`src/rtl/das_params.svh`:
```
// register map, channel bit positions and reset values of the structure select block
`ifndef DAS_PARAMS_SVH
`define DAS_PARAMS_SVH
`define DAS_SET_ADDR 32'h40010030
`define DAS_CLR_ADDR 32'h40010034
`define DAS_SET_RESET 32'h00000000
`define DAS_CLR_RESET 32'h00000000
`define DAS_NUM_CH 14
`define DAS_CH_MASK 14'h38FF
`define DAS_BIT_SPI1_TX 0
`define DAS_BIT_SPI1_RX 1
`define DAS_BIT_UART_TX 2
`define DAS_BIT_UART_RX 3
`define DAS_BIT_TWI_S_TX 4
`define DAS_BIT_TWI_S_RX 5
`define DAS_BIT_TWI_M_TX 6
`define DAS_BIT_TWI_M_RX 7
`define DAS_BIT_ADC 11
`define DAS_BIT_SPI0_TX 12
`define DAS_BIT_SPI0_RX 13
`endif

```
`src/rtl/das_pkg.sv`:
```
// types shared by the structure select block
package das_pkg;
  typedef enum logic [2:0] {
    DAS_REG_NONE = 3'b001,
    DAS_REG_SET = 3'b010,
    DAS_REG_CLR = 3'b100
  } das_reg_t;
endpackage

```
`src/rtl/das_apb_decode.sv`:
```
// apb address decode for the set and clear registers
`timescale 1ns/1ps
`include "das_params.svh"
module das_apb_decode (
  input wire logic [31:0] paddr, // apb address
  output das_pkg::das_reg_t sel // selected register
);
  // match the two word addresses, anything else is unmapped
  always_comb
  begin
    if (paddr == `DAS_SET_ADDR)
      sel = das_pkg::DAS_REG_SET;
    else if (paddr == `DAS_CLR_ADDR)
      sel = das_pkg::DAS_REG_CLR;
    else
      sel = das_pkg::DAS_REG_NONE;
  end
endmodule

```
`src/rtl/das_sel_bit.sv`:
```
// one channel selection flop shared by the set and clear registers
`timescale 1ns/1ps
module das_sel_bit (
  input wire logic clk, // system clock
  input wire logic resetn, // synchronous reset, active low
  input wire logic sw_set, // software write of one to set register
  input wire logic sw_clr, // software write of one to clear register
  input wire logic hw_set, // controller selects alternate
  input wire logic hw_clr, // controller selects primary
  output logic alt_r // 1 while alternate structure in use
);
  // priority: software set, software clear, controller set, controller clear
  always_ff @(posedge clk)
  begin
    if (!resetn)
      alt_r <= 1'b0;
    else if (sw_set)
      alt_r <= 1'b1;
    else if (sw_clr)
      alt_r <= 1'b0;
    else if (hw_set)
      alt_r <= 1'b1;
    else if (hw_clr)
      alt_r <= 1'b0;
  end
endmodule

```
`src/rtl/das_alt_select.sv`:
```
// primary/alternate control structure select with apb set/clear registers
// Behaviour
// - set register read shows alternate use per channel
// - writing one to set selects alternate
// - writing zero to set changes nothing
// - uart rx/tx bits 3/2, spi1 rx/tx 1/0
// - clear register at 0x40010034, resets zero
// - writing one to clear selects primary
// - writing zero to clear changes nothing
// - spi0 13/12, adc 11, twi rx/tx 7/6
// - controller toggles selection for ping-pong, scatter-gather
// - set register at 0x40010030, resets zero
//
// Our own choice: the APB register port.
`timescale 1ns/1ps
`include "das_params.svh"
module das_alt_select #(
  parameter int NUM_CH = `DAS_NUM_CH
) (
  input wire logic clk, // system clock 250 MHz
  input wire logic resetn, // synchronous reset, active low
  input wire logic psel, // apb select
  input wire logic penable, // apb enable
  input wire logic pwrite, // apb direction
  input wire logic [31:0] paddr, // apb address
  input wire logic [31:0] pwdata, // apb write data
  output logic [31:0] prdata, // apb read data, registered
  output logic pready, // apb ready
  output logic pslverr, // apb error, unmapped address
  input wire logic [NUM_CH-1:0] hw_alt_set, // controller selects alternate
  input wire logic [NUM_CH-1:0] hw_alt_clr, // controller selects primary
  output logic [NUM_CH-1:0] alt_sel // current selection per channel
);
  // position of every channel in both register words
  localparam int BIT_SECOND_SPI_TX = `DAS_BIT_SPI1_TX;
  localparam int BIT_SECOND_SPI_RX = `DAS_BIT_SPI1_RX;
  localparam int BIT_SERIAL_TX = `DAS_BIT_UART_TX;
  localparam int BIT_SERIAL_RX = `DAS_BIT_UART_RX;
  localparam int BIT_TWOWIRE_SLAVE_TX = `DAS_BIT_TWI_S_TX;
  localparam int BIT_TWOWIRE_SLAVE_RX = `DAS_BIT_TWI_S_RX;
  localparam int BIT_TWOWIRE_MASTER_TX = `DAS_BIT_TWI_M_TX;
  localparam int BIT_TWOWIRE_MASTER_RX = `DAS_BIT_TWI_M_RX;
  localparam int BIT_CONVERTER = `DAS_BIT_ADC;
  localparam int BIT_FIRST_SPI_TX = `DAS_BIT_SPI0_TX;
  localparam int BIT_FIRST_SPI_RX = `DAS_BIT_SPI0_RX;

  // implemented channels; every other position is reserved
  localparam logic [NUM_CH-1:0] CH_MASK = `DAS_CH_MASK;

  // the same set built from the channel positions, for the layout check
  localparam logic [31:0] CH_WORD = (32'h00000001 << BIT_SECOND_SPI_TX)
    | (32'h00000001 << BIT_SECOND_SPI_RX)
    | (32'h00000001 << BIT_SERIAL_TX)
    | (32'h00000001 << BIT_SERIAL_RX)
    | (32'h00000001 << BIT_TWOWIRE_SLAVE_TX)
    | (32'h00000001 << BIT_TWOWIRE_SLAVE_RX)
    | (32'h00000001 << BIT_TWOWIRE_MASTER_TX)
    | (32'h00000001 << BIT_TWOWIRE_MASTER_RX)
    | (32'h00000001 << BIT_CONVERTER)
    | (32'h00000001 << BIT_FIRST_SPI_TX)
    | (32'h00000001 << BIT_FIRST_SPI_RX);

  // reserved read-back bits above the channel field
  localparam int PAD_W = 32 - NUM_CH;

  // elaboration checks: refuse a layout that the logic cannot serve
  if (NUM_CH != `DAS_NUM_CH)
  begin : g_bad_num_ch
    $error("das_alt_select: NUM_CH must match the register layout");
  end
  if ((CH_WORD >> NUM_CH) != 32'h00000000)
  begin : g_bad_pos
    $error("das_alt_select: a channel position lies outside the channel field");
  end
  if (CH_WORD != 32'(CH_MASK))
  begin : g_bad_mask
    $error("das_alt_select: channel positions and implemented mask disagree");
  end

  das_pkg::das_reg_t sel; // register addressed by paddr
  logic setup_ph; // first cycle of a transfer
  logic access_ph; // second cycle, answered at once
  logic wr_set; // write of the set register, setup edge
  logic wr_clr; // write of the clear register, setup edge
  logic rd_set; // read of the set register, setup edge
  logic err_map; // addressed word is unmapped
  logic [NUM_CH-1:0] wdata_ch; // write data on implemented channels only
  logic [NUM_CH-1:0] sw_set_vec; // per-channel software select alternate
  logic [NUM_CH-1:0] sw_clr_vec; // per-channel software select primary
  logic [NUM_CH-1:0] alt_r; // selection flops, reserved bits tied low
  logic [31:0] prdata_nxt; // read data for the coming access phase
  logic [31:0] prdata_r; // read data register

  das_apb_decode u_dec (
    .paddr(paddr),
    .sel(sel)
  );

  // apb phases; registers act on the setup edge so a read right after a write sees it
  assign setup_ph = psel && !penable;
  assign access_ph = psel && penable;

  // strobes for set write, clear write and set read, all taken at the setup edge
  assign wr_set = setup_ph && pwrite && (sel == das_pkg::DAS_REG_SET);
  assign wr_clr = setup_ph && pwrite && (sel == das_pkg::DAS_REG_CLR);
  assign rd_set = setup_ph && !pwrite && (sel == das_pkg::DAS_REG_SET);

  // per-channel software strobes; a zero bit leaves its channel alone
  assign wdata_ch = pwdata[NUM_CH-1:0] & CH_MASK;
  assign sw_set_vec = {NUM_CH{wr_set}} & wdata_ch;
  assign sw_clr_vec = {NUM_CH{wr_clr}} & wdata_ch;

  // one shared selection flop per implemented channel
  genvar g;
  generate
    for (g = 0; g < NUM_CH; g++)
    begin : g_ch
      if (CH_MASK[g])
      begin : g_impl
        das_sel_bit u_bit (
          .clk(clk),
          .resetn(resetn),
          .sw_set(sw_set_vec[g]),
          .sw_clr(sw_clr_vec[g]),
          .hw_set(hw_alt_set[g]),
          .hw_clr(hw_alt_clr[g]),
          .alt_r(alt_r[g])
        );
      end
      else
      begin : g_rsvd
        // reserved position: writes and controller requests are ignored
        assign alt_r[g] = 1'b0;
      end
    end
  endgenerate

  // next read data: the selection word at a set read, zero at any other setup
  always_comb
  begin
    prdata_nxt = prdata_r;
    if (rd_set)
      prdata_nxt = {{PAD_W{1'b0}}, alt_r};
    else if (setup_ph)
      prdata_nxt = `DAS_CLR_RESET;
  end

  // read data register, stands through the access phase
  always_ff @(posedge clk)
  begin
    if (!resetn)
      prdata_r <= `DAS_SET_RESET;
    else
      prdata_r <= prdata_nxt;
  end

  // unmapped words answer with an error and change nothing
  always_comb
  begin
    case (sel)
      das_pkg::DAS_REG_SET: err_map = 1'b0;
      das_pkg::DAS_REG_CLR: err_map = 1'b0;
      default: err_map = 1'b1;
    endcase
  end

  assign alt_sel = alt_r;
  assign prdata = prdata_r;
  // zero wait states: every access phase completes at once
  assign pready = 1'b1;
  assign pslverr = access_ph && err_map;
endmodule

```
`config.mk`:
```
export PLATFORM = sky130hd
export DESIGN_NAME = das_alt_select
export DESIGN_NICKNAME = d
export VERILOG_FILES = /design/src/rtl/das_pkg.sv /design/src/rtl/das_apb_decode.sv /design/src/rtl/das_sel_bit.sv /design/src/rtl/das_alt_select.sv
export VERILOG_INCLUDE_DIRS = /design/src /design/src/rtl
export SDC_FILE = /design/constraint.sdc
export NUM_CORES = 1
export LEC_CHECK = 0
export ABC_AREA = 0
export BUFFER_PORTS_ARGS = -buffer_cell sky130_fd_sc_hd__buf_2
export CORE_MARGIN = 3
export CORE_UTILIZATION = 38
export DETAILED_ROUTE_END_ITERATION = 6
export PLACE_DENSITY = 0.86
export SKIP_CTS_REPAIR_TIMING = 1
export SYNTH_ARGS = -nofsm -noshare
export SYNTH_HDL_FRONTEND = slang
export SYNTH_HIERARCHICAL = 1
export SYNTH_SLANG_ARGS = --single-unit
```
`constraint.sdc`:
```
create_clock -name clk -period 6.2 [get_ports clk]
set_input_delay 1.24 -clock clk [delete_from_list [all_inputs] [get_ports clk]]
set_output_delay 1.24 -clock clk [all_outputs]
set_load 0.01 [all_outputs]
```
Word level (Yosys, flattened, before mapping)
Index checks and enable logic that the tools add are counted.
{"block": "word_totals", "ff_bits": 22, "input_bits": 97, "output_inout_bits": 48, "elab_cells": 90}
{"block": "classes", "eq_ne": 4, "n_mux": 49, "bitwise_logic": 2, "reduce_logical": 23}
{"op": "equality test 32 x 31 -> 1 bit, second input constant", "n": 2}
{"op": "2-to-1 mux 1 bit", "n": 45}
{"op": "nonzero test 4 bit", "n": 11}
{"op": "bitwise AND 14 bit", "n": 2}
{"op": "2-to-1 mux 14 bit", "n": 2}
{"op": "logical AND 1 bit", "n": 8}
{"op": "2-to-1 mux 3 bit", "n": 2}
{"op": "equality test 3 x 2 -> 1 bit, second input constant", "n": 1}
{"op": "equality test 3 bit, second input constant", "n": 1}
{"op": "logical NOT 1 bit", "n": 2}
{"op": "nonzero test 2 bit", "n": 1}
{"op": "OR reduction 2 bit", "n": 1}

Depth between registers and ports, before layout
Gate-level depths: netlist of the first run.
{"block": "logic_depth", "word_depth": 8, "depth_mapped": 9, "mapped_depth_nobuf": 8}

Cells and area by module
The synthesis of the first run kept the hierarchy.
{"mod": "das_alt_select", "n_inst": 1, "cells_each": 95, "area_each_um2": 818.3, "seq_area_each_um2": 220.2}
{"mod": "das_sel_bit", "n_inst": 11, "cells_each": 4, "area_each_um2": 42.5, "seq_area_each_um2": 20.0}
{"mod": "das_apb_decode", "n_inst": 1, "cells_each": 14, "area_each_um2": 103.8, "seq_area_each_um2": 0.0}

Least setup slack after synthesis of the first run
No wires, ideal clock.
{"block": "synth_timing", "kind": "input -> output", "start": "input port paddr[12]", "end": "output port pslverr", "arrival_ps": 2311, "t_required_ps": 4960, "slack_ps": 2649, "stages": 5, "path_buffers": 0, "path_cell_list": "nor4_1 -> nand4_1 -> nor3_1 -> xnor2_1 -> o211a_1"}
{"block": "synth_between", "elab_chain_len": 7, "word_cells_on_any_way": 9, "cone_classes": "eq/ne: 4; mux: 3; reduce/logical: 2"}
{"element": "start, declared", "line": "das_alt_select.sv:25", "source": "input wire logic [31:0] paddr,"}
{"element": "equality test 32 x 31 -> 1 bit (no source line)"}
{"element": "2-to-1 mux 3 bit", "line": "das_apb_decode.sv:13", "source": "else if (paddr == `DAS_CLR_ADDR)"}
{"element": "2-to-1 mux 3 bit *", "line": "das_apb_decode.sv:11", "source": "if (paddr == `DAS_SET_ADDR)"}
{"element": "via sel[2]", "line": "das_alt_select.sv:80", "source": "das_pkg::das_reg_t sel;"}
{"element": "equality test 3 bit / equality test 3 x 2 -> 1 bit (equally long branches)", "line": "das_alt_select.sv:160", "source": "case (sel)"}
{"element": "OR reduction 2 bit (no source line) *"}
{"element": "2-to-1 mux 1 bit *", "line": "das_alt_select.sv:160"}
{"element": "logical AND 1 bit *", "line": "das_alt_select.sv:171", "source": "assign pslverr = access_ph && err_map;"}
{"element": "end, declared", "line": "das_alt_select.sv:29", "source": "output logic pslverr,"}
The timed path passes the listed nets; every way through them passes the cells marked *.

Worst setup path after layout of the first run
{"block": "layout_timing", "start": "input port paddr[25]", "end": "output port pslverr"}
Same word-level chain as after synthesis.

==> out/qor.csv, run 1 <==
metric,value,unit
Net Sw Frac,0.219,
CTS root buf,clkbuf_8,
power per cell area,179,nW/um2
M1 wire length,1420,um
initial antenna violation count,0,
n_diodes,0,
Max Root-Sink Buffers,2,
share of power burned in registers,0.450,
clk sinks,22,
Post-Syn Area per Cell,9.09,um2
largest net degree at the start of global routing,23,
core footprint,3440,um2
"Distinct cells, synth",22,
Hold Path Class,flop to flop,
wire per inst,12.5,um
cell-internal power,258,uW
first-pass GRT wire length,5620,um
H-Tree Depth,1,
static leakage,0.904,nW
via/cell ratio,4.70,
Max Cap Viol,0,
Ys Warns,6,
"commonest non-fill, non-tap cell in the layout",buf_2,
sequential share of the synthesized area,0.317,
"Data required, critical path",4.96,ns
CP startpoint kind,input port,
All-Layer GR Usage,0.164,
Post-Syn Area,1390,um2
status,"complete, no violations",
Die ar.,4420,um2
Layout area overhead,32.9,%
die width,66.5,um
WS Path Type,input port to output port,
Comb pwr share,0.151,
"flops & latches, synth",22,
"Slew Viols, Final",0,
IO buf count,92,
clk_skew,0.000598,ns
# DRC,0,
minimum clock period after layout,3.94,ns
Post-DP HPWL,2870,um
Crit Path Max Fanout,4,
"Cell Area, Placed",1780,um2
post-route insts no fill,287,
most frequent cells in the layout,"buf_2 (92), conb_1 (25), and2_1 (22), nor2b_1 (22), dfxtp_1 (22)",
vias in the first global route,1318,
Worst VDD drop,0.116,mV
clk slew on worst S/H paths,0.08,ns
DRT Wirelength,3580,um
routability cong.,0.686,
fin nets,339,
FP Rows,21,
slew margin rel.,0.420,
initial drt markers,34,
vias,1348,
final instance area,1850,um2
Routed Antenna Nets,0,
global route overflow,0,
pre-CTS WS,2.21,ns
share of cells above drive strength 1,0.415,
CP endpoint kind,output port,
share of the synthesized area in the top cell type,0.317,
Synth area leader,dfxtp_1,
Routed met3 length,208,um
clock power share,0.399,
Post-Synthesis Cells,153,
Placed Cells,283,
Peak Freq,0.254,GHz
Ports,145,
clk_lat worst skew,0.26,ns
synth top area cells,"dfxtp_1 (32%), buf_4 (15%), and2_1 (9.9%)",
TritonCTS buffer count,3,
DR pass1 iterations,4,
Top Layer Used,met4,
Die H,66.5,um
Finish-stage setup viols,0,
Final Cycle Share,0.636,
starting density of the core,0.404,
Sum Neg Setup Slack,0,ns
Setup WS post-layout,2.26,ns
CP arrival,2.70,ns
Worst Tran Pin Value,0.866,ns
P_sw,72.3,uW
Final Hold Vio Count,0,
"Core Util, Final",0.537,
met2 WL,1930,um
CTS tree,built,
RSZ-0062 raised after global routing,false,
[worst max-delay path: stages]
cell	delay (ns)
buf_2	0.10
nor4_1	0.31
nand4_1	0.18
nor3_1	0.40
xnor2_1	0.12
o211a_1	0.21
buf_2	0.14
[layout make-up]
type / instances / area (um2)
clock buffers: 3 / 41.3
clock inverters: 1 / 30.0
fillers: 343 / 1590
inverters: 1 / 3.75
multi-input cells: 122 / 815
flip-flops and latches: 22 / 440
well taps: 46 / 57.6
repair buffers: 92 / 460
[synth_stat cells]
master and count:
buf_4 28, and2_1 22, dfxtp_1 22, nor2b_1 22, nand2b_1 12, a32oi_1 11, o311a_1 11, nor3_1 3
nor4_1 3, and4b_1 2, clkbuf_1 2, conb_1 2, nand4_1 2, nor4b_1 2, nor4b_2 2, buf_2 1
inv_1 1, nor3b_1 1, nor3b_2 1, o211a_1 1, or2_1 1, xnor2_1 1
[worst paths after layout]
kind	endpoint	cells after the start	slack (ns)	from
max reg2reg	g_ch[3].g_impl.u_bit/alt_r	2	5.34	g_ch[3].g_impl.u_bit/alt_r
max	pslverr	7	2.26	paddr[25]
min reg2reg	prdata[6]	2	0.51	prdata[6]
min	prdata[6]	2	0.51	prdata[6]
[state kept, by name, summed over array words and instances (netlist names)]
signal / flops
prdata: 11
g_ch.g_impl.u_bit/alt_r: 11
[layer usage]
metal  up-vias  track usage
met1       616        0.180
met5         -            0
met2        47        0.321
met4         0       0.0305
met3         2       0.0304
li1        683            -
[power by group through the flow]
| stage | Combinational (mW) | Sequential, mW | Clock, mW |
|---|---|---|---|
| 3_5_place_dp | 0.0498 | 0.152 | 0 |
| 5_1_grt | 0.0559 | 0.150 | 0.143 |
| 6_report | 0.0499 | 0.149 | 0.132 |
| 2_1_floorplan | 0.0297 | 0.154 | 0 |
| 4_1_cts | 0.0500 | 0.149 | 0.135 |
| 3_3_place_gp | 0.0487 | 0.152 | 0 |
[stage by stage]
step,power (mW),hold WS (ns)
after floorplan,0.184,0.542
after global placement,0.201,0.484
after detailed placement,0.202,0.492
after CTS,0.334,0.514
after global routing,0.349,0.538
final,0.330,0.510
[cell families (layout without fill, tap and decap cells)]
group                     count (synthesis)  in the layout  share of synthesized area
xor gates and xnor gates                  1              1                    0.00630
AOI/OAI and AO/OA                        23             23                      0.156
other                                     2             25                    0.00540
buffers and inverters                    32             97                      0.163
DFF                                      22             22                      0.317
and+or+nand+nor                          73             73                      0.353
Power figures use the tool's default switching activity.
==> inputs of run 2 (changes only) <==
--- a/config.mk
+++ b/config.mk
@@ -9,9 +9,9 @@
 export ABC_AREA = 0
 export BUFFER_PORTS_ARGS = -buffer_cell sky130_fd_sc_hd__buf_2
 export CORE_MARGIN = 3
-export CORE_UTILIZATION = 38
+export CORE_UTILIZATION = 32
 export DETAILED_ROUTE_END_ITERATION = 6
-export PLACE_DENSITY = 0.86
+export PLACE_DENSITY = 0.77
 export SKIP_CTS_REPAIR_TIMING = 1
 export SYNTH_ARGS = -nofsm -noshare
 export SYNTH_HDL_FRONTEND = slang
==> constraint.sdc (replaced) <==
create_clock -name clk -period 3.5 [get_ports clk]
set_input_delay 0.7 -clock clk [delete_from_list [all_inputs] [get_ports clk]]
set_output_delay 0.7 -clock clk [all_outputs]
set_load 0.01 [all_outputs]
==> run 2 against run 1 <==
Effect of this change:
- power grew 60%
- clock skew rose by 0.0042 ns
- utilization is 8.2 points lower
- global-route usage is 2.9 points lower
- cell area up 0.61%
- clock-buffer cell count grew 1
- sequential share of layout area fell by 0.14 points
- critical path depth unchanged
- combinational power up 77%
==> out/qor.csv, run 2 (same netlist as run 1, synthesis figures left out) <==
metric,value,unit
IO buf count,92,
die width,71.9,um
static leakage,0.913,nW
wire per inst,12.6,um
share of cells above drive strength 1,0.422,
initial drt markers,36,
Peak Freq,0.340,GHz
DRT Wirelength,3700,um
largest net degree at the start of global routing,23,
Max Cap Viol,0,
status,"complete, no violations",
final instance area,1860,um2
most frequent cells in the layout,"buf_2 (92), conb_1 (25), and2_1 (22), nor2b_1 (22), dfxtp_1 (22)",
via/cell ratio,4.61,
initial antenna violation count,0,
"Slew Viols, Final",0,
WS Path Type,input port to output port,
family with the most delay on the worst path,simple AND/OR/NAND/NOR gates,
CP max stage delay,0.47,ns
clk_skew,0.00481,ns
first-pass GRT wire length,5620,um
minimum clock period after layout,2.94,ns
Crit Path Max Fanout,4,
core footprint,4090,um2
Hold Path Class,flop to flop,
fillers,423,
Worst Tran Pin Value,0.504,ns
CP arrival,2.24,ns
H-Tree Depth,1,
Sum Neg Setup Slack,0,ns
starting density of the core,0.340,
Die H,71.9,um
Setup WS post-layout,0.556,ns
Net Sw Frac,0.235,
power per cell area,285,nW/um2
P_sw,125,uW
vias,1354,
CP endpoint kind,output port,
clk slew on worst S/H paths,0.07,ns
CTS tree,built,
Ports,145,
CTS root buf,clkbuf_8,
Buf/Inv on CP,2,
pre-CTS WS,0.482,ns
Layout area overhead,33.8,%
share of power burned in registers,0.499,
cell-internal power,405,uW
Power Total,530,uW
clk_lat worst skew,0.26,ns
RSZ-0062 raised after global routing,false,
post-route insts no fill,294,
FP Rows,23,
hold depth,2,
vias in the first global route,1239,
Finish-stage setup viols,0,
"commonest non-fill, non-tap cell in the layout",buf_2,
Min Hold Slack,0.509,ns
routability cong.,0.722,
n_diodes,0,
Worst path most repeated cell,buf_2,
global route overflow,0,
All-Layer GR Usage,0.135,
fin nets,342,
# DRC,0,
"Core Util, Final",0.455,
slew margin rel.,0.664,
Max Root-Sink Buffers,2,
worst r2r path cells,2,
Routed Antenna Nets,0,
CP startpoint kind,input port,
Die ar.,5170,um2
Placed Cells,290,
TritonCTS buffer count,3,
clk sinks,22,
CP max stage cell,nor3_1,
DR pass1 iterations,4,
Final Hold Vio Count,0,
Final Cycle Share,0.841,
Post-DP HPWL,2960,um
Comb pwr share,0.167,
crit-path cells,buf_2 -> nor4_1 -> nand4_1 -> nor3_1 -> xnor2_1 -> o211a_1 -> buf_2,
critical path depth in cells,7,
clock power share,0.334,
Worst VDD drop,0.266,mV
"Cell Area, Placed",1800,um2
Reg2Reg Setup Slack,2.65,ns
"Data required, critical path",2.80,ns
[run 2: cell types whose count changed in the layout (fill, tap and decap cells not counted), sizes merged]
cell    change
buf         +3
bufinv      -1
clkbuf      +1
[run 2: worst paths after layout]
| check | endpoint | from |
|---|---|---|
| setup / recovery | pslverr | paddr[11] |
| setup reg to reg | g_ch[4].g_impl.u_bit/alt_r | g_ch[4].g_impl.u_bit/alt_r |
| hold reg to reg | prdata[3] | prdata[3] |
| hold / removal | prdata[3] | prdata[3] |
[run 2: worst min-delay path, delay by kind of cell (launching register included)]
kind            cells  cell delay, ns
compound gates      1            0.06
flops               1            0.33
simple gates        1            0.09
[run 2: power groups by stage]
stage | sequential [mW] | combinational (mW) | clock (mW)
2_1_floorplan | 0.273 | 0.0526 | 0
3_3_place_gp | 0.270 | 0.0870 | 0
3_5_place_dp | 0.270 | 0.0887 | 0
4_1_cts | 0.264 | 0.0889 | 0.186
5_1_grt | 0.265 | 0.0977 | 0.193
6_report | 0.264 | 0.0885 | 0.177
[run 2: cell type report]
type	count	area (um2)	area share
inverter	1	3.75	0.00202
tap	50	62.6	0.0336
timing repair buffer	95	483	0.260
sequential	22	440	0.237
multi-input combinational	122	815	0.438
clock buffer	4	55.1	0.0296
[run 2: layer usage]
layer | global-route usage | up-vias | wire length, um
met2 | 0.254 | 61 | 1870
met3 | 0.0443 | 0 | 356
met4 | 0.00626 | 0 | 0
met1 | 0.155 | 614 | 1470
met5 | 0 | - | 0
li1 | - | 679 | -
==> inputs of run 3 (changes only) <==
--- a/config.mk
+++ b/config.mk
@@ -9,9 +9,9 @@
 export ABC_AREA = 0
 export BUFFER_PORTS_ARGS = -buffer_cell sky130_fd_sc_hd__buf_2
 export CORE_MARGIN = 3
-export CORE_UTILIZATION = 32
+export CORE_UTILIZATION = 35
 export DETAILED_ROUTE_END_ITERATION = 6
-export PLACE_DENSITY = 0.77
+export PLACE_DENSITY = 0.8
 export SKIP_CTS_REPAIR_TIMING = 1
 export SYNTH_ARGS = -nofsm -noshare
 export SYNTH_HDL_FRONTEND = slang
==> constraint.sdc (replaced) <==
create_clock -name clk -period 3 [get_ports clk]
set_input_delay 0.6 -clock clk [delete_from_list [all_inputs] [get_ports clk]]
set_output_delay 0.6 -clock clk [all_outputs]
set_load 0.01 [all_outputs]
==> run 3 against run 2 <==
Effect of this change:
- first-iteration DRC count rose by 8.3%
- sequential power is 17% higher
- clock power rose by 54%
- utilization is 4.6 points higher
- flip-flop and latch count is the same
- largest power group unchanged
- global-route usage rose by 0.90 points
- combinational power grew 15%
==> out/qor.csv, run 3 (same netlist as run 1, synthesis figures left out) <==
metric,value,unit
initial antenna violation count,0,
fin nets,343,
share of cells above drive strength 1,0.420,
Die H,69.0,um
Crit. Startpoint,paddr[1],
"Data required, critical path",2.40,ns
wire per inst,12.0,um
Crit Path Max Fanout,4,
start point of the worst hold path,prdata[4],
Setup WS post-layout,0.372,ns
Sum Neg Setup Slack,0,ns
CTS root buf,clkbuf_8,
TritonCTS buffer count,3,
final instance area,1880,um2
WS Path Type,input port to output port,
family with the most delay on the worst path,simple AND/OR/NAND/NOR gates,
CP arrival,2.03,ns
crit-path cells,buf_2 -> nor4b_2 -> nand4_1 -> nor3_1 -> xnor2_1 -> o211a_1 -> buf_2,
Worst VDD drop,0.264,mV
WHS Endpoint,prdata[4],
Ports,145,
"Slew Viols, Final",0,
Peak Freq,0.381,GHz
fillers,366,
power per cell area,365,nW/um2
CP startpoint kind,input port,
vias in the first global route,1323,
largest net degree at the start of global routing,23,
"commonest non-fill, non-tap cell in the layout",buf_2,
pre-CTS WS,0.218,ns
reg2reg start,g_ch[3].g_impl.u_bit/alt_r,
status,"complete, no violations",
CP max stage delay,0.40,ns
FP Rows,22,
starting density of the core,0.371,
DRT Wirelength,3530,um
Max Cap Viol,0,
"Cell Area, Placed",1800,um2
Layout area overhead,34.9,%
initial drt markers,39,
Finish-stage setup viols,0,
most frequent cells in the layout,"buf_2 (92), conb_1 (25), and2_1 (22), nor2b_1 (22), dfxtp_1 (22)",
H-Tree Depth,1,
Worst path most repeated cell,buf_2,
global route overflow,0,
# DRC,0,
n_diodes,0,
post-route insts no fill,293,
clk_lat worst skew,0.26,ns
Power Total,684,uW
Final Hold Vio Count,0,
Min Hold Slack,0.514,ns
via/cell ratio,4.58,
static leakage,0.923,nW
Max Root-Sink Buffers,2,
first-pass GRT wire length,5780,um
clk_skew,0.00357,ns
Post-DP HPWL,2880,um
r2r endpoint,g_ch[3].g_impl.u_bit/alt_r,
CP max stage cell,nor3_1,
Final Cycle Share,0.876,
clk slew on worst S/H paths,0.08,ns
"Core Util, Final",0.501,
Placed Cells,289,
die width,69.0,um
DR pass1 iterations,4,
IO buf count,92,
register area,440,um2
All-Layer GR Usage,0.144,
CP endpoint kind,output port,
routability cong.,0.700,
area taken by multi-input logic gates,810,um2
Reg2Reg Setup Slack,2.14,ns
clk sinks,22,
Hold Path Class,flop to flop,
core footprint,3740,um2
Buf/Inv on CP,2,
hold depth,2,
RSZ-0062 raised after global routing,false,
CTS tree,built,
minimum clock period after layout,2.63,ns
Routed Antenna Nets,0,
worst r2r path cells,2,
vias,1343,
Die ar.,4760,um2
==> run 3: tightest hold or removal path: cells and delay by family, from the launching register on <==
kind | cells | cell delay, ns
AOI/OAI and AO/OA | 1 | 0.06
DFF | 1 | 0.33
and+or+nand+nor | 1 | 0.09
==> run 3: area by class of cell <==
class                   count  area share
clock buffers               3      0.0220
clock inverters             1      0.0160
inverters                   1     0.00200
multi-input cells         122       0.432
flip-flops and latches     22       0.235
well taps                  48      0.0320
repair buffers             96       0.262
==> run 3: power breakdown <==
part | total, mW | internal (mW) | switching [mW]
clock network | 0.273 | 0.178 | 0.0949
registers | 0.309 | 0.301 | 0.00703
logic | 0.102 | 0.0541 | 0.0482
total | 0.684 | 0.534 | 0.150
==> run 3: how the worst max path moves through the flow <==
| stage | endpoint | slack, ns | cells after the start |
|---|---|---|---|
| finish | pslverr | 0.37 | 7 |
| global route | pslverr | 0.25 | 7 |
| CTS | pslverr | 0.35 | 7 |
| detailed placement | g_ch[3].g_impl.u_bit/alt_r | 0.22 | 9 |
| global placement | g_ch[2].g_impl.u_bit/alt_r | 0.26 | 9 |
| floorplan | g_ch[0].g_impl.u_bit/alt_r | 0.69 | 7 |
==> run 3: metal layers <==
| metal | global-route usage | vias to the layer above | share of wire |
|---|---|---|---|
| li1 | - | 690 | - |
| met1 | 0.160 | 600 | 0.39 |
| met2 | 0.274 | 51 | 0.53 |
| met3 | 0.0452 | 2 | 0.076 |
| met4 | 0.0130 | 0 | 0.0037 |
| met5 | 0 | - | 0 |
